File: src/include/pin_select_pkg.sv
// Purpose: shared constants and carriers for the port A/B pin-function selector
// Assumes: 32-bit AXI4-Lite register bus, byte addresses taken from printed offsets
// Notes: offsets are the low 20 address bits of each register
package pin_select_pkg;

  localparam int ADDR_W = 20;
  localparam logic [19:0] PORT_B_DIRECTION_OFS = 20'hE_E00A;
  localparam logic [19:0] PORT_B_OUTPUT_VALUE_OFS = 20'hF_FFDA;
  // registers of our own for the loose control bits
  localparam logic [19:0] PORT_A_DIRECTION_OFS = 20'hE_E100;
  localparam logic [19:0] PORT_A_OUTPUT_VALUE_OFS = 20'hE_E104;
  localparam logic [19:0] PATTERN_ENABLE_OFS = 20'hE_E108;
  localparam logic [19:0] TIMER_SETUP_OFS = 20'hE_E10C;
  localparam logic [19:0] CLOCK_SETUP_OFS = 20'hE_E110;
  localparam logic [19:0] SYSTEM_SETUP_OFS = 20'hE_E114;
  localparam logic [19:0] PORT_A_PIN_OFS = 20'hE_E118;

  localparam logic [7:0] PORT_B_DIRECTION_RST = 8'h00;
  localparam logic [7:0] PORT_B_OUTPUT_VALUE_RST = 8'h00;
  localparam logic [7:0] PORT_A_DIRECTION_RST = 8'h00;
  localparam logic [7:0] WRITE_ONLY_READ = 8'hFF;
  localparam logic [31:0] TIMER_SETUP_RST = 32'h0000_0000;
  localparam logic [31:0] CLOCK_SETUP_RST = 32'h0000_0000;
  localparam logic [7:0] SYSTEM_SETUP_RST = 8'h0E;

  // timer setup field positions (per channel: a select at 3c, b select at 3c+9... )
  localparam int TS_A_SEL_POS = 0;   // 3 bits per channel, channels 0..2 at 0,3,6
  localparam int TS_B_SEL_POS = 9;   // 3 bits per channel at 9,12,15
  localparam int TS_DUTY_POS = 18;   // 3 bits, one per channel
  localparam int TS_PHASE_POS = 21;  // phase-counting mode bit
  // clock setup: 16-bit prescaler selects at 0,3,6; 8-bit selects ch0..3 at 9,12,15,18
  localparam int CS_PRE_POS = 0;
  localparam int CS_EIGHT_POS = 9;
  // system setup bits
  localparam int SS_EXPANDED = 0;    // modes 3/4
  localparam int SS_ADDR21_EN = 1;
  localparam int SS_ADDR22_EN = 2;
  localparam int SS_ADDR23_EN = 3;
  localparam int SS_DMA0_EXT = 4;
  localparam int SS_DMA1_EXT = 5;
  localparam int SS_DRAM = 6;

  localparam logic [2:0] PRE_CLK_A = 3'h4;
  localparam logic [2:0] PRE_CLK_B = 3'h5;
  localparam logic [2:0] PRE_CLK_C = 3'h6;
  localparam logic [2:0] PRE_CLK_D = 3'h7;
  localparam logic [1:0] RESP_OKAY = 2'h0;
  localparam logic [1:0] RESP_SLVERR = 2'h2;

  typedef struct packed {
    logic [2:0] a_select_field;
    logic [2:0] b_select_field;
    logic duty_mode_bit;
  } timer_chan_s;

  typedef struct packed {
    logic [7:0] dout;
    logic [7:0] oe;
  } pin_drive_s;

endpackage
File: src/design/port_a_b_pin_function_select.sv
// Purpose: port A/B pin-function selection with AXI4-Lite register access
// Assumes: pins already resolved outside from dout/oe; peripherals sit beside this block
// Notes: one clock, asynchronous active-low reset plus hardware standby clear
// Notes on behaviour
// - port A: ddr selects input, output or pattern
// - timer A compare output overrides port settings
// - timer B compare output overrides port settings
// - timer A capture input taken from pin
// - timer B capture only without duty mode
// - expanded modes: port A bit 7 drives A20
// - expanded modes: address enable 0 drives address
// - bit 3 feeds external clock D
// - bit 2 feeds external clock C
// - bit 1 feeds external clock B
// - bit 0 feeds external clock A
// - DMA external request drives transfer-end on pin
// - reset or hardware standby makes port B inputs
// - dram attached: chip selects become row strobes
// - port B direction bit 1 means output
// - port B direction reads all ones
// - direction clears on reset and hardware standby, software standby keeps it
// - software standby keeps output pins driven
// - data read mixes stored bits and pin levels
// - general output drives stored data bit
// - expanded modes fix bit 7 direction one
`timescale 1ns/1ps
module port_a_b_pin_function_select
  import pin_select_pkg::*;
(
  input wire logic CLK,
  input wire logic RESET_N,
  input wire logic HW_STANDBY,
  input wire logic SW_STANDBY,
  // AXI4-Lite slave
  input wire logic [31:0] S_AXI_AWADDR,
  input wire logic S_AXI_AWVALID,
  output logic S_AXI_AWREADY,
  input wire logic [31:0] S_AXI_WDATA,
  input wire logic [3:0] S_AXI_WSTRB,
  input wire logic S_AXI_WVALID,
  output logic S_AXI_WREADY,
  output logic [1:0] S_AXI_BRESP,
  output logic S_AXI_BVALID,
  input wire logic S_AXI_BREADY,
  input wire logic [31:0] S_AXI_ARADDR,
  input wire logic S_AXI_ARVALID,
  output logic S_AXI_ARREADY,
  output logic [31:0] S_AXI_RDATA,
  output logic [1:0] S_AXI_RRESP,
  output logic S_AXI_RVALID,
  input wire logic S_AXI_RREADY,
  // peripheral side
  input wire logic [7:0] PATTERN_OUTPUT,
  input wire logic [2:0] TIMER_A_COMPARE,
  input wire logic [2:0] TIMER_B_COMPARE,
  input wire logic [3:0] ADDR_HIGH,
  input wire logic [1:0] DMA_TRANSFER_END,
  input wire logic [1:0] ROW_STROBE,
  output logic [2:0] TIMER_A_CAPTURE,
  output logic [2:0] TIMER_B_CAPTURE,
  output logic [3:0] EXT_CLOCK,
  // pins
  input wire logic [7:0] PORT_A_IN,
  output logic [7:0] PORT_A_OUT,
  output logic [7:0] PORT_A_OE,
  input wire logic [7:0] PORT_B_IN,
  output logic [7:0] PORT_B_OUT,
  output logic [7:0] PORT_B_OE
);

  // register state
  logic [7:0] pb_dir_ff, nxt_pb_dir;
  logic [7:0] pb_val_ff, nxt_pb_val;
  logic [7:0] pa_dir_ff, nxt_pa_dir;
  logic [7:0] pa_val_ff, nxt_pa_val;
  logic [15:0] pat_en_ff, nxt_pat_en;
  logic [31:0] tim_ff, nxt_tim;
  logic [31:0] clk_ff, nxt_clk;
  logic [7:0] sys_ff, nxt_sys;
  // bus state
  logic aw_hold_ff, nxt_aw_hold;
  logic w_hold_ff, nxt_w_hold;
  logic [19:0] aw_addr_ff, nxt_aw_addr;
  logic [31:0] w_data_ff, nxt_w_data;
  logic [3:0] w_strb_ff, nxt_w_strb;
  logic bvalid_ff, nxt_bvalid;
  logic [1:0] bresp_ff, nxt_bresp;
  logic rvalid_ff, nxt_rvalid;
  logic [1:0] rresp_ff, nxt_rresp;
  logic [31:0] rdata_ff, nxt_rdata;
  // pin synchronisers, first stage read only by second
  logic [7:0] pa_s1_ff, pa_s2_ff, pb_s1_ff, pb_s2_ff;
  // output registers
  pin_drive_s pa_drv_ff, nxt_pa_drv, pb_drv_ff, nxt_pb_drv;
  logic [2:0] cap_a_ff, nxt_cap_a, cap_b_ff, nxt_cap_b;
  logic [3:0] ext_ff, nxt_ext;

  timer_chan_s chan [3];
  logic expanded;
  logic do_write;
  logic [19:0] wr_addr;

  // unpack timer channel fields from the setup register
  always_comb begin
    for (int c = 0; c < 3; c++) begin
      chan[c].a_select_field = tim_ff[TS_A_SEL_POS + 3*c +: 3];
      chan[c].b_select_field = tim_ff[TS_B_SEL_POS + 3*c +: 3];
      chan[c].duty_mode_bit = tim_ff[TS_DUTY_POS + c];
    end
  end

  assign expanded = sys_ff[SS_EXPANDED];
  assign do_write = aw_hold_ff && w_hold_ff && !bvalid_ff;
  assign wr_addr = aw_addr_ff;

  // bus next state: address and data taken in either order, one write at a time
  always_comb begin
    logic [31:0] rd;
    logic hit;
    rd = 32'h0000_0000;
    hit = 1'b1;
    nxt_aw_hold = aw_hold_ff;
    nxt_w_hold = w_hold_ff;
    nxt_aw_addr = aw_addr_ff;
    nxt_w_data = w_data_ff;
    nxt_w_strb = w_strb_ff;
    nxt_bvalid = bvalid_ff;
    nxt_bresp = bresp_ff;
    nxt_rvalid = rvalid_ff;
    nxt_rresp = rresp_ff;
    nxt_rdata = rdata_ff;
    if (S_AXI_AWVALID && !aw_hold_ff) begin
      nxt_aw_hold = 1'b1;
      nxt_aw_addr = S_AXI_AWADDR[19:0];
    end
    if (S_AXI_WVALID && !w_hold_ff) begin
      nxt_w_hold = 1'b1;
      nxt_w_data = S_AXI_WDATA;
      nxt_w_strb = S_AXI_WSTRB;
    end
    if (do_write) begin
      nxt_aw_hold = 1'b0;
      nxt_w_hold = 1'b0;
      nxt_bvalid = 1'b1;
      case ({wr_addr[19:2], 2'b00})
        {PORT_B_DIRECTION_OFS[19:2], 2'b00}, {PORT_B_OUTPUT_VALUE_OFS[19:2], 2'b00},
        PORT_A_DIRECTION_OFS, PORT_A_OUTPUT_VALUE_OFS, PATTERN_ENABLE_OFS,
        TIMER_SETUP_OFS, CLOCK_SETUP_OFS, SYSTEM_SETUP_OFS, PORT_A_PIN_OFS: nxt_bresp = RESP_OKAY;
        default: nxt_bresp = RESP_SLVERR;
      endcase
    end
    if (bvalid_ff && S_AXI_BREADY) begin
      nxt_bvalid = 1'b0;
    end
    // read mux, live pin data from synchronised levels
    case ({S_AXI_ARADDR[19:2], 2'b00})
      {PORT_B_DIRECTION_OFS[19:2], 2'b00}: rd = {24'h00_0000, WRITE_ONLY_READ};
      {PORT_B_OUTPUT_VALUE_OFS[19:2], 2'b00}: rd = {24'h00_0000,
        (pb_val_ff & pb_dir_ff) | (pb_s2_ff & ~pb_dir_ff)};
      PORT_A_DIRECTION_OFS: rd = {24'h00_0000, WRITE_ONLY_READ};
      PORT_A_OUTPUT_VALUE_OFS: rd = {24'h00_0000, (pa_val_ff & pa_dir_ff) | (pa_s2_ff & ~pa_dir_ff)};
      PATTERN_ENABLE_OFS: rd = {16'h0000, pat_en_ff};
      TIMER_SETUP_OFS: rd = tim_ff;
      CLOCK_SETUP_OFS: rd = clk_ff;
      SYSTEM_SETUP_OFS: rd = {24'h00_0000, sys_ff};
      PORT_A_PIN_OFS: rd = {16'h0000, pa_drv_ff.oe, pa_s2_ff};
      default: hit = 1'b0;
    endcase
    if (S_AXI_ARVALID && !rvalid_ff) begin
      nxt_rvalid = 1'b1;
      nxt_rdata = rd;
      nxt_rresp = hit ? RESP_OKAY : RESP_SLVERR;
    end else if (rvalid_ff && S_AXI_RREADY) begin
      nxt_rvalid = 1'b0;
    end
  end

  // register writes; port B offsets are byte-packed inside their word
  always_comb begin
    logic [1:0] ln;
    logic [7:0] bv;
    ln = wr_addr[1:0];
    bv = w_data_ff[8*ln +: 8];
    nxt_pb_dir = pb_dir_ff;
    nxt_pb_val = pb_val_ff;
    nxt_pa_dir = pa_dir_ff;
    nxt_pa_val = pa_val_ff;
    nxt_pat_en = pat_en_ff;
    nxt_tim = tim_ff;
    nxt_clk = clk_ff;
    nxt_sys = sys_ff;
    if (do_write) begin
      case ({wr_addr[19:2], 2'b00})
        {PORT_B_DIRECTION_OFS[19:2], 2'b00}: if (w_strb_ff[ln]) nxt_pb_dir = bv;
        {PORT_B_OUTPUT_VALUE_OFS[19:2], 2'b00}: if (w_strb_ff[ln]) nxt_pb_val = bv;
        PORT_A_DIRECTION_OFS: if (w_strb_ff[0]) nxt_pa_dir = w_data_ff[7:0];
        PORT_A_OUTPUT_VALUE_OFS: if (w_strb_ff[0]) nxt_pa_val = w_data_ff[7:0];
        PATTERN_ENABLE_OFS: begin
          if (w_strb_ff[0]) nxt_pat_en[7:0] = w_data_ff[7:0];
          if (w_strb_ff[1]) nxt_pat_en[15:8] = w_data_ff[15:8];
        end
        TIMER_SETUP_OFS: begin
          for (int b = 0; b < 4; b++) if (w_strb_ff[b]) nxt_tim[8*b +: 8] = w_data_ff[8*b +: 8];
        end
        CLOCK_SETUP_OFS: begin
          for (int b = 0; b < 4; b++) if (w_strb_ff[b]) nxt_clk[8*b +: 8] = w_data_ff[8*b +: 8];
        end
        SYSTEM_SETUP_OFS: if (w_strb_ff[0]) nxt_sys = w_data_ff[7:0];
        default: nxt_sys = sys_ff;
      endcase
    end
    // bit 7 direction held at one while expanded
    if (expanded) nxt_pa_dir[7] = 1'b1;
  end

  // pin function selection, registered so writes reach pins the next cycle
  always_comb begin
    logic [7:0] a_oe, a_do, b_oe, b_do;
    logic [2:0] pre_any;
    logic [3:0] pre_hit;
    logic [3:0] ext8;
    logic tm_drives;
    a_oe = 8'h00;
    a_do = 8'h00;
    b_oe = 8'h00;
    b_do = 8'h00;
    pre_hit = 4'h0;
    ext8 = 4'h0;
    pre_any = 3'h0;
    tm_drives = 1'b0;
    // general and pattern selection per port A pin
    for (int i = 0; i < 8; i++) begin
      a_oe[i] = pa_dir_ff[i];
      a_do[i] = (pa_dir_ff[i] && pat_en_ff[i]) ? PATTERN_OUTPUT[i] : pa_val_ff[i];
    end
    // timer compare overrides; channel c uses A on pin 2c+2, B on pin 2c+3
    for (int c = 0; c < 3; c++) begin
      tm_drives = chan[c].duty_mode_bit ||
                  (!chan[c].a_select_field[2] && chan[c].a_select_field[1:0] != 2'b00);
      if (tm_drives) begin
        a_oe[2*c+2] = 1'b1;
        a_do[2*c+2] = TIMER_A_COMPARE[c];
      end
      if (!chan[c].b_select_field[2] && chan[c].b_select_field[1:0] != 2'b00) begin
        a_oe[2*c+3] = 1'b1;
        a_do[2*c+3] = TIMER_B_COMPARE[c];
      end
    end
    // transfer-end outputs on bits 1 and 0
    for (int d = 0; d < 2; d++) begin
      if (sys_ff[SS_DMA0_EXT + d]) begin
        a_oe[d] = 1'b1;
        a_do[d] = DMA_TRANSFER_END[d];
      end
    end
    // expanded-mode address lines take priority over everything
    if (expanded) begin
      a_oe[7] = 1'b1;
      a_do[7] = ADDR_HIGH[0];
      for (int k = 1; k < 4; k++) begin
        if (!sys_ff[SS_ADDR21_EN + k - 1]) begin
          a_oe[7-k] = 1'b1;
          a_do[7-k] = ADDR_HIGH[k];
        end
      end
    end
    // port B general, pattern and row strobe
    for (int i = 0; i < 8; i++) begin
      b_oe[i] = pb_dir_ff[i];
      b_do[i] = (pb_dir_ff[i] && pat_en_ff[8+i]) ? PATTERN_OUTPUT[i] : pb_val_ff[i];
    end
    if (sys_ff[SS_DRAM]) begin
      b_oe[3] = 1'b1;
      b_do[3] = ROW_STROBE[0];
      b_oe[2] = 1'b1;
      b_do[2] = ROW_STROBE[1];
    end
    // external clock pin routing
    for (int c = 0; c < 3; c++) begin
      pre_any = clk_ff[CS_PRE_POS + 3*c +: 3];
      pre_hit[0] = pre_hit[0] | (pre_any == PRE_CLK_A);
      pre_hit[1] = pre_hit[1] | (pre_any == PRE_CLK_B);
      pre_hit[2] = pre_hit[2] | (pre_any == PRE_CLK_C);
      pre_hit[3] = pre_hit[3] | (pre_any == PRE_CLK_D);
    end
    for (int e = 0; e < 4; e++) begin
      ext8[e] = clk_ff[CS_EIGHT_POS + 3*e + 2] && (clk_ff[CS_EIGHT_POS + 3*e +: 2] != 2'b00);
    end
    nxt_ext[0] = (tim_ff[TS_PHASE_POS] || pre_hit[0] || ext8[0]) && pa_s2_ff[0];
    nxt_ext[1] = (tim_ff[TS_PHASE_POS] || pre_hit[1] || ext8[2]) && pa_s2_ff[1];
    nxt_ext[2] = (pre_hit[2] || ext8[1]) && pa_s2_ff[2];
    nxt_ext[3] = (pre_hit[3] || ext8[3]) && pa_s2_ff[3];
    // capture inputs from timer pins
    for (int c = 0; c < 3; c++) begin
      nxt_cap_a[c] = chan[c].a_select_field[2] && pa_s2_ff[2*c+2];
      nxt_cap_b[c] = chan[c].b_select_field[2] && !chan[c].duty_mode_bit && pa_s2_ff[2*c+3];
    end
    nxt_pa_drv.oe = a_oe;
    nxt_pa_drv.dout = a_do;
    nxt_pb_drv.oe = b_oe;
    nxt_pb_drv.dout = b_do;
  end

  // registers; hardware standby clears like reset except system setup bits 3:0 and expanded bit 7 direction, software standby changes nothing
  always_ff @(posedge CLK or negedge RESET_N) begin
    if (!RESET_N) begin
      pb_dir_ff <= PORT_B_DIRECTION_RST;
      pb_val_ff <= PORT_B_OUTPUT_VALUE_RST;
      pa_dir_ff <= PORT_A_DIRECTION_RST;
      pa_val_ff <= 8'h00;
      pat_en_ff <= 16'h0000;
      tim_ff <= TIMER_SETUP_RST;
      clk_ff <= CLOCK_SETUP_RST;
      sys_ff <= SYSTEM_SETUP_RST;
      pa_drv_ff <= '0;
      pb_drv_ff <= '0;
      cap_a_ff <= 3'h0;
      cap_b_ff <= 3'h0;
      ext_ff <= 4'h0;
    end else if (HW_STANDBY) begin
      pb_dir_ff <= PORT_B_DIRECTION_RST;
      pb_val_ff <= PORT_B_OUTPUT_VALUE_RST;
      pa_dir_ff <= expanded ? 8'h80 : PORT_A_DIRECTION_RST;
      pa_val_ff <= 8'h00;
      pat_en_ff <= 16'h0000;
      tim_ff <= TIMER_SETUP_RST;
      clk_ff <= CLOCK_SETUP_RST;
      sys_ff <= {sys_ff[7:1] & 7'h07, sys_ff[0]};
      pa_drv_ff <= '0;
      pb_drv_ff <= '0;
      cap_a_ff <= 3'h0;
      cap_b_ff <= 3'h0;
      ext_ff <= 4'h0;
    end else begin
      pb_dir_ff <= nxt_pb_dir;
      pb_val_ff <= nxt_pb_val;
      pa_dir_ff <= nxt_pa_dir;
      pa_val_ff <= nxt_pa_val;
      pat_en_ff <= nxt_pat_en;
      tim_ff <= nxt_tim;
      clk_ff <= nxt_clk;
      sys_ff <= nxt_sys;
      pa_drv_ff <= nxt_pa_drv;
      pb_drv_ff <= nxt_pb_drv;
      cap_a_ff <= nxt_cap_a;
      cap_b_ff <= nxt_cap_b;
      ext_ff <= nxt_ext;
    end
  end

  // bus channel registers, kept alive through hardware standby
  always_ff @(posedge CLK or negedge RESET_N) begin
    if (!RESET_N) begin
      aw_hold_ff <= 1'b0;
      w_hold_ff <= 1'b0;
      aw_addr_ff <= 20'h0_0000;
      w_data_ff <= 32'h0000_0000;
      w_strb_ff <= 4'h0;
      bvalid_ff <= 1'b0;
      bresp_ff <= RESP_OKAY;
      rvalid_ff <= 1'b0;
      rresp_ff <= RESP_OKAY;
      rdata_ff <= 32'h0000_0000;
    end else begin
      aw_hold_ff <= nxt_aw_hold;
      w_hold_ff <= nxt_w_hold;
      aw_addr_ff <= nxt_aw_addr;
      w_data_ff <= nxt_w_data;
      w_strb_ff <= nxt_w_strb;
      bvalid_ff <= nxt_bvalid;
      bresp_ff <= nxt_bresp;
      rvalid_ff <= nxt_rvalid;
      rresp_ff <= nxt_rresp;
      rdata_ff <= nxt_rdata;
    end
  end

  // two-stage pin synchronisers
  always_ff @(posedge CLK or negedge RESET_N) begin
    if (!RESET_N) begin
      pa_s1_ff <= 8'h00;
      pa_s2_ff <= 8'h00;
      pb_s1_ff <= 8'h00;
      pb_s2_ff <= 8'h00;
    end else begin
      pa_s1_ff <= PORT_A_IN;
      pa_s2_ff <= pa_s1_ff;
      pb_s1_ff <= PORT_B_IN;
      pb_s2_ff <= pb_s1_ff;
    end
  end

  // ready is high whenever the holding slot is free
  assign S_AXI_AWREADY = !aw_hold_ff;
  assign S_AXI_WREADY = !w_hold_ff;
  assign S_AXI_BVALID = bvalid_ff;
  assign S_AXI_BRESP = bresp_ff;
  assign S_AXI_ARREADY = !rvalid_ff;
  assign S_AXI_RVALID = rvalid_ff;
  assign S_AXI_RDATA = rdata_ff;
  assign S_AXI_RRESP = rresp_ff;
  assign PORT_A_OUT = pa_drv_ff.dout;
  assign PORT_A_OE = pa_drv_ff.oe;
  assign PORT_B_OUT = pb_drv_ff.dout;
  assign PORT_B_OE = pb_drv_ff.oe;
  assign TIMER_A_CAPTURE = cap_a_ff;
  assign TIMER_B_CAPTURE = cap_b_ff;
  assign EXT_CLOCK = ext_ff;

endmodule

File: config.mk
export PLATFORM = sky130hd
export DESIGN_NAME = port_a_b_pin_function_select
export DESIGN_NICKNAME = d
export VERILOG_FILES = /design/src/include/pin_select_pkg.sv /design/src/design/port_a_b_pin_function_select.sv
export SDC_FILE = /design/constraint.sdc
export NUM_CORES = 1
export LEC_CHECK = 0
export ABC_AREA = 1
export ABC_CLOCK_PERIOD_IN_PS = 1660
export BUFFER_PORTS_ARGS = -buffer_cell sky130_fd_sc_hd__clkbuf_2
export CAP_MARGIN = 20
export CORE_UTILIZATION = 51
export CTS_CLUSTER_DIAMETER = 30
export DETAILED_ROUTE_END_ITERATION = 8
export PLACE_DENSITY = 0.76
export SLEW_MARGIN = 20
export SYNTH_ARGS = -nofsm -noshare
export SYNTH_HDL_FRONTEND = slang
export SYNTH_SLANG_ARGS = --single-unit
File: constraint.sdc
create_clock -name CLK -period 1.66 [get_ports CLK]
set_clock_uncertainty 0.05 [all_clocks]
set_input_delay 0.498 -clock CLK [delete_from_list [all_inputs] [get_ports CLK]]
set_output_delay 0.498 -clock CLK [all_outputs]
set_load 0.02 [all_outputs]
==> results of run 1 <==
## critical path: cells and delay by family (launching register included)
family / cells / cell delay [ns]
flops: 1 / 0.42
simple gates: 8 / 0.92
buf+inv: 2 / 0.32
## routing by layer
layer	vias up	routed length [um]
met4	2	2360
met1	6161	17500
met3	171	4170
li1	5840	-
met2	788	21200
met5	-	12
## kinds of logic after synthesis
kind of cell	after synthesis
AND/OR/NAND/NOR	725
buffers and inverters	212
multiplexers	25
flip-flops	288
other	1
AO/OA/AOI/OAI	271
## cell type report
type                            count  area [um2]  share of cell area [%]
Timing Repair inverter              1        6.26                  0.0330
Sequential cell                   288        7210                    38.1
Multi-Input combinational cell   1029        5710                    30.1
Clock buffer                       75        1650                    8.70
Timing Repair Buffer              388        3060                    16.1
Clock inverter                     33         312                    1.65
Inverter                          151         574                    3.03
Tap cell                          335         419                    2.21
## repair_timing
| item | in CTS | in global routing |
|---|---|---|
| hold buffers | 15 | 0 |
| setup endpoints to repair | 121 | 172 |
| setup buffers | 22 | 20 |
| endpoints found under the hold margin | 43 | 0 |
| cloned | 5 | 5 |
| resized for setup | 96 | 160 |
| pin swaps | 9 | 28 |
## worst max path at each step
stage	to	cells past startpoint	slack [ns]
6_report	pa_dir_ff[7]$_DFFE_PN0P_	10	-0.20
3_3_place_gp	S_AXI_RDATA[7]$_DFFE_PN0P_	11	-0.23
5_1_grt	pa_dir_ff[7]$_DFFE_PN0P_	10	-0.28
3_5_place_dp	S_AXI_RDATA[7]$_DFFE_PN0P_	11	-0.27
4_1_cts	tim_ff[16]$_DFFE_PN0P_	7	-0.14
2_1_floorplan	S_AXI_RDATA[26]$_DFFE_PN0P_	8	0.008
## power groups by stage
stage,Sequential [mW],Combinational [mW],Clock [mW]
after floorplan,10.3,4.23,0
after global placement,10.6,7.11,0
after detailed placement,10.6,7.31,0
after CTS,10.6,7.85,11.3
after global routing,11.0,9.19,11.8
final,10.8,8.55,11.3
## state kept, by name, summed over array words and instances (netlist names), 16 cells and up
name and flops:
aw_addr_ff 20, pat_en_ff 16, tim_ff 32, S_AXI_RDATA 32
w_data_ff 32, clk_ff 32
## placed cells by master (no fill, tap or decap), drive strengths merged
master       netlist  final
nand2            398    399
dfrtp            285    285
clkbuf            22    235
buf               39    213
inv              149    153
o21ai            151    153
nor2             147    148
nand3            107    107
a21oi             85     87
nand4             57     57
mux2              25     25
clkinv             2     23
o22ai             16     16
dlygate4sd3        0     15
nor3              11     11
a31oi              8      8
clkinvlp           0      6
o211ai             3      3
bufinv             0      3
dfstp              3      3
nor4               3      3
o21a               2      2
o221ai             2      2
a211oi             2      2
conb               1      2
a41oi              1      1
or2                1      1
a21o               1      1
nand3b             1      1
## through the flow
| step | setup TNS (ns) | hold slack, ns | util, % | cell area [um2] | setup slack [ns] |
|---|---|---|---|---|---|
| final | -7.37 | 0.00877 | 72.9 | 18900 | -0.204 |
| after global placement | -9.68 | 0.284 | 60.5 | 15700 | -0.229 |
| after CTS | -7.55 | 0.00703 | 70.8 | 18400 | -0.136 |
| after floorplan | 0 | 0.152 | - | 13500 | 0.00802 |
| after global routing | -15.62 | 0.0149 | 72.9 | 18900 | -0.280 |
| after detailed placement | -14.15 | 0.286 | 60.5 | 15700 | -0.268 |
==> metrics.csv, run 1 <==
stage;metric;value;unit
synthesis;async_flop_share;100;%
synthesis;synthCells;1522;
synthesis;synth_edf_count;0;
global_routing;grt_pass1_vias;12500;
layout;nets;2064;
die;rows;59;
synthesis;ys_types;46;
drt;via_count;13000;
timing;rsz0062_at_grt;yes;
synthesis;syn_avg_cell_area;8.84;um2
synthesis;synth_compound_gate_area_share;12.8;%
layout;antenna_cells;0;
setup_path;endpoint_kind;register;
global_routing;antenna_found_initial;1;
pwr;swShare;35.5;%
timing;fin_crit_sh;112;%
timing;maxSlewHeadroom;60.1;%
setup_path;crit_start;aw_addr_ff[11]$_DFFE_PN0P_;
synthesis;synthTopCellsByCount;nand2_1 (381), dfrtp_1 (285), inv_1 (137), nor2_1 (128), nand3_1 (98);
synthesis;synth.area.top_cells;dfrtp_1 (53%), nand2_1 (11%), inv_1 (3.8%);
timing;setup_viol;108;
timing;fin_ws;-0.204;ns
setup_path;timing.rr.start;aw_addr_ff[11]$_DFFE_PN0P_;
layout;layout-drive-gt1-share;35.8;%
placed_design;dpl.cell_count;2127;
synthesis;synth_mux_area_share;2.09;%
clocking;cts_htree_levels;2;
layout;syn2layout_area_growth;40.8;%
clocking;cts-buffers-inserted;58;
global_routing;use_met1;42.7;%
placed_design;finalWeightedCongestion;0.955;
min_path;hold_start;PORT_A_IN[2];
synthesis;synthAdderAreaFrac;0;%
setup_path;critPathKind;reg -> reg;
synthesis;yosysWarningCount;0;
min_path;min_path_cells;1;
global_routing;grt_pass1_wl;67200;um
clocking;cts_tree;yes;
pwr;power.share.sequential;35.3;%
clocking;cts.sinks;288;
synthesis;yosysMostFrequentCell;nand2_1;
synthesis;netlist_area;13500;um2
pwr;combPwrFrac;27.8;%
die;coreArea;26000;um2
pwr;p_total;30.7;mW
synthesis;synth_xor_area_share;0;%
setup_path;critPathRequiredTime;2.03;ns
global_routing;grt.overflow.total;0;
pwr;internal_power;19.8;mW
drt;vias_per_cell;5.64;
setup_path;slowest_delay;0.42;ns
setup_path;cp_max_fo;5;
global_routing;met3_usage;7.11;%
synthesis;synth_top_family_by_area;simple AND/OR/NAND/NOR gates;
drt;drt_iter0_drc;1349;
timing;worstMarginPinSlew;0.598;ns
clocking;clock_latency;0.57;ns
drt;drc;0;
synthesis;synth_seq_cells;288;
die;initial_core_util;51.8;%
timing;hold_viol;0;
drt;wl;45300;um
die;die_w;164;um
pwr;powerDensity;1620;nW/um2
setup_path;r2r_end;pa_dir_ff[7]$_DFFE_PN0P_;
run_status;status;complete, but fails checks;
clocking;path_clk_slew;0.05;ns
pwr;clkPwrFrac;36.9;%
run_status;violations;negative setup slack;
pwr;power_switching;10.9;mW
synthesis;ys_seq_area_share;53.6;%
synthesis;synth_top_cell_by_area;dfrtp_1;
setup_path;crit_chain;nor2_4 -> nand2_2 -> nor3_4 -> buf_4 -> nand2_4 -> nor3_4 -> buf_12 -> nor2_4 -> nand2_1 -> nand3_1;
clocking;cts_root_buf;clkbuf_16;
global_routing;grtUsageMet2;51.6;%
drt;firstDrtPassIters;6;
min_path;hold_end;pa_s1_ff[2]$_DFF_PN0_;
timing;finalCriticalPeriod;1.86;ns
global_routing;grt_max_degree;61;
placed_design;dp_hpwl;29900;um
die;fp.dieH;164;um
synthesis;synth_top_area_share;53.0;%
global_routing;grt_util_all_layers;32.7;%
global_routing;busiest_layer;met2;
layout;fill_cells;1722;
placed_design;io_buffers;200;
setup_path;reg2reg_slack;-0.20;ns
min_path;hp-class;in -> reg;
setup_path;r2r_cells;10;
timing;clock.fmax;0.536;GHz
pwr;leakage;9.49;nW
job;maxCapViolCount;0;
setup_path;crit_arrival;2.23;ns
synthesis;synthFlopType;dfrtp_1;
pwr;ir_drop;1.12;mV
setup_path;cp_slowest_cell;dfrtp_1;
drt;drtAntennaViolNets;0;
clocking;clockBufferDepth;3;
timing;drv_slew;0;
die;dieArea;27000;um2
drt;post_drt_wl_per_cell;19.7;um
setup_path;cp-start-kind;register;
die;io_pins;230;
synthesis;synthSimpleGateAreaFrac;24.5;%
layout;layout.cells.non_filler;2300;
Note: power is estimated with default switching activity, not from simulation.
==> run 2: changes to the inputs <==
--- a/config.mk
+++ b/config.mk
@@ -6,7 +6,7 @@
 export NUM_CORES = 1
 export LEC_CHECK = 0
 export ABC_AREA = 1
-export ABC_CLOCK_PERIOD_IN_PS = 1660
+export ABC_CLOCK_PERIOD_IN_PS = 1700
 export BUFFER_PORTS_ARGS = -buffer_cell sky130_fd_sc_hd__clkbuf_2
 export CAP_MARGIN = 20
 export CORE_UTILIZATION = 51
==> constraint.sdc (replaced) <==
create_clock -name CLK -period 1.7 [get_ports CLK]
set_clock_uncertainty 0.05 [all_clocks]
set_input_delay 0.51 -clock CLK [delete_from_list [all_inputs] [get_ports CLK]]
set_output_delay 0.51 -clock CLK [all_outputs]
set_load 0.02 [all_outputs]
==> run 2 against run 1 <==
Against the previous run: the flow finishes with violations (design-rule violations, negative setup slack); register-to-register slack improved by 0.09 ns; critical endpoint is now tim_ff[18]$_DFFE_PN0P_; critical path type unchanged; critical path depth decreased by 1; first-iteration DRC count about the same; final cell count decreased by 0.22%; largest power group unchanged.
==> metrics.csv, run 2 (synthesized netlist as in run 1, its figures left out) <==
stage;metric;value;unit;change
layout;nets;2058;;-0.29%
setup_path;r2r_cells;9;;-1
placed_design;pre_cts_ws;-0.238;ns;+0.0300 ns
drt;drtAntennaViolNets;0;;unchanged
timing;hold_viol;0;;unchanged
min_path;hp-class;in -> reg;;
run_status;status;complete, but fails checks;;
placed_design;dp_hpwl;29600;um;-0.89%
pwr;leakage;9.48;nW;-0.16%
die;coreArea;26000;um2;unchanged
timing;clock.fmax;0.551;GHz;+2.7%
die;rows;59;;unchanged
global_routing;antenna_found_initial;0;;-1
setup_path;timing.rr.start;aw_addr_ff[10]$_DFFE_PN0P_;;
die;io_pins;230;;unchanged
clocking;cts_htree_levels;2;;unchanged
clocking;clockBufferDepth;3;;unchanged
layout;fill_cells;1725;;+0.17%
setup_path;crit_chain;nor2_2 -> nand2_2 -> nor3_4 -> buf_6 -> nand3_4 -> nand2_8 -> buf_12 -> o21ai_4 -> o21ai_2;;
global_routing;grt.overflow.total;0;;unchanged
drt;firstDrtPassIters;8;;+2
layout;layout.cells.most_common_list;nand2_1 (347), dfrtp_1 (285), clkbuf_2 (163);;
pwr;internal_power;19.6;mW;-0.80%
drt;drt_iter0_drc;1350;;+0.074%
setup_path;path_depth;9;;-1
setup_path;r2r_end;tim_ff[18]$_DFFE_PN0P_;;
pwr;clkPwrFrac;38.2;%;+1.3 points
layout;multi_input_area;5730;um2;+0.35%
setup_path;critPathBufInv;2;;unchanged
placed_design;dpl.cell_count;2119;;-0.38%
clocking;cts_tree;yes;;
die;die_w;164;um;unchanged
clocking;cts-buffers-inserted;59;;+1.7%
timing;finalCriticalPeriod;1.81;ns;-0.0494 ns
timing;setup_viol;101;;-6.5%
timing;hold_slack;0.00678;ns;-0.00199 ns
setup_path;cp-start-kind;register;;
die;fp.dieH;164;um;unchanged
job;maxCapViolCount;0;;unchanged
layout;syn2layout_area_growth;40.6;%;
drt;drc;2;;+2
setup_path;critPathKind;reg -> reg;;
layout;antenna_cells;0;;unchanged
placed_design;io_buffers;200;;unchanged
drt;vias_per_cell;5.67;;+0.60%
global_routing;grt_util_all_layers;32.9;%;+0.17 points
layout;layout.cells.non_filler;2295;;-0.22%
clocking;path_clk_slew;0.05;ns;about the same
clocking;cts.sinks;288;;unchanged
die;initial_core_util;51.8;%;unchanged
pwr;powerDensity;1610;nW/um2;-0.44%
pwr;ir_drop;1.15;mV;+3.3%
pwr;power_switching;10.9;mW;-0.15%
layout;seq_area;7210;um2;about the same
clocking;cts_root_buf;clkbuf_16;;
timing;fin_crit_sh;107;%;-5.5 points
drt;wl;46400;um;+2.5%
drt;post_drt_wl_per_cell;20.2;um;+2.7%
timing;tns;-4.73;ns;+2.63 ns
setup_path;slowest_delay;0.39;ns;-0.03 ns
global_routing;grt_max_degree;78;;+28%
setup_path;critPathRequiredTime;2.15;ns;+0.12 ns
timing;fin_ws;-0.115;ns;+0.0894 ns
setup_path;cp_slowest_cell;dfrtp_1;;
pwr;power.share.sequential;34.7;%;-0.6 points
die;dieArea;27000;um2;unchanged
setup_path;crit_arrival;2.26;ns;+0.03 ns
layout;post-route-util;72.8;%;-0.096 points
drt;via_count;13000;;+0.38%
timing;rsz0062_at_grt;yes;;
setup_path;reg2reg_slack;-0.11;ns;+0.09 ns
setup_path;crit_end;tim_ff[18]$_DFFE_PN0P_;;
pwr;combPwrFrac;27.1;%;-0.7 points
global_routing;grt_pass1_wl;67100;um;-0.21%
run_status;violations;design-rule violations, negative setup slack;;
timing;drv_slew;0;;unchanged
layout;layout_commonest_cell;nand2_1;;
setup_path;cp_top_family;simple AND/OR/NAND/NOR gates;;
layout;layout-drive-gt1-share;36.1;%;+0.24 points
placed_design;finalWeightedCongestion;0.960;;+0.48%
setup_path;cp_max_fo;8;;+3
global_routing;grt_pass1_vias;12400;;-0.55%
clocking;clock_latency;0.58;ns;about the same
setup_path;endpoint_kind;register;;
pwr;swShare;35.7;%;+0.15 points
setup_path;crit_start;aw_addr_ff[10]$_DFFE_PN0P_;;
==> run 2: cell type report <==
type	count	area share [%]
clock inverter	36	2.28
inverter	151	3.02
tap	335	2.22
timing repair buffer	384	15.5
sequential	288	38.1
clock buffer	74	8.59
multi-input combinational	1027	30.3
==> run 2: power by group through the flow <==
stage	clock network [mW]	registers, mW	logic [mW]
after CTS	11.7	10.3	7.53
after detailed placement	0	10.4	6.99
after global placement	0	10.3	6.80
final	11.7	10.6	8.27
after floorplan	0	10.1	4.13
after global routing	12.1	10.7	8.92
==> run 2: worst reg2reg max path: stages, from the launching register on <==
cell	delay [ns]
dfrtp_1	0.39
nor2_2	0.14
nand2_2	0.07
nor3_4	0.20
buf_6	0.15
nand3_4	0.14
nand2_8	0.19
buf_12	0.14
o21ai_4	0.12
o21ai_2	0.17
==> run 2: worst min-delay path by stage <==
stage / startpoint / to / slack, ns / depth (start not counted)
6_report: PORT_A_IN[1] / pa_s1_ff[1]$_DFF_PN0_ / 0.007 / 1
5_1_grt: PORT_A_IN[4] / pa_s1_ff[4]$_DFF_PN0_ / 0.002 / 1
4_1_cts: PORT_A_IN[7] / pa_s1_ff[7]$_DFF_PN0_ / 0.002 / 1
3_5_place_dp: pa_s1_ff[5]$_DFF_PN0_ / pa_s2_ff[5]$_DFF_PN0_ / 0.28 / 0
3_3_place_gp: pb_s1_ff[6]$_DFF_PN0_ / pb_s2_ff[6]$_DFF_PN0_ / 0.28 / 0
2_1_floorplan: RESET_N / EXT_CLOCK[0]$_DFF_PN0_ / 0.16 / 0
==> run 2: timing repair <==
action,in CTS,in global routing
gates cloned,3,5
hold buffers,12,1
endpoints found under the hold margin,24,1
endpoints found under the setup margin,93,157
resized for setup,59,161
setup buffers,19,28
pin swaps,3,24
==> run 2: metrics by stage <==
step	power, mW	area (um2)
floorplan	14.2	13500
global placement	17.1	15700
detailed placement	17.4	15700
CTS	29.5	18200
global route	31.7	18900
finish	30.5	18900
==> run 2: metal layers <==
metal,vias to the layer above,wire length [um],global-route usage (%)
met5,-,0,0
li1,5829,-,-
met2,839,21400,51.7
met3,204,5070,7.53
met4,0,2790,17.8
met1,6139,17100,42.4
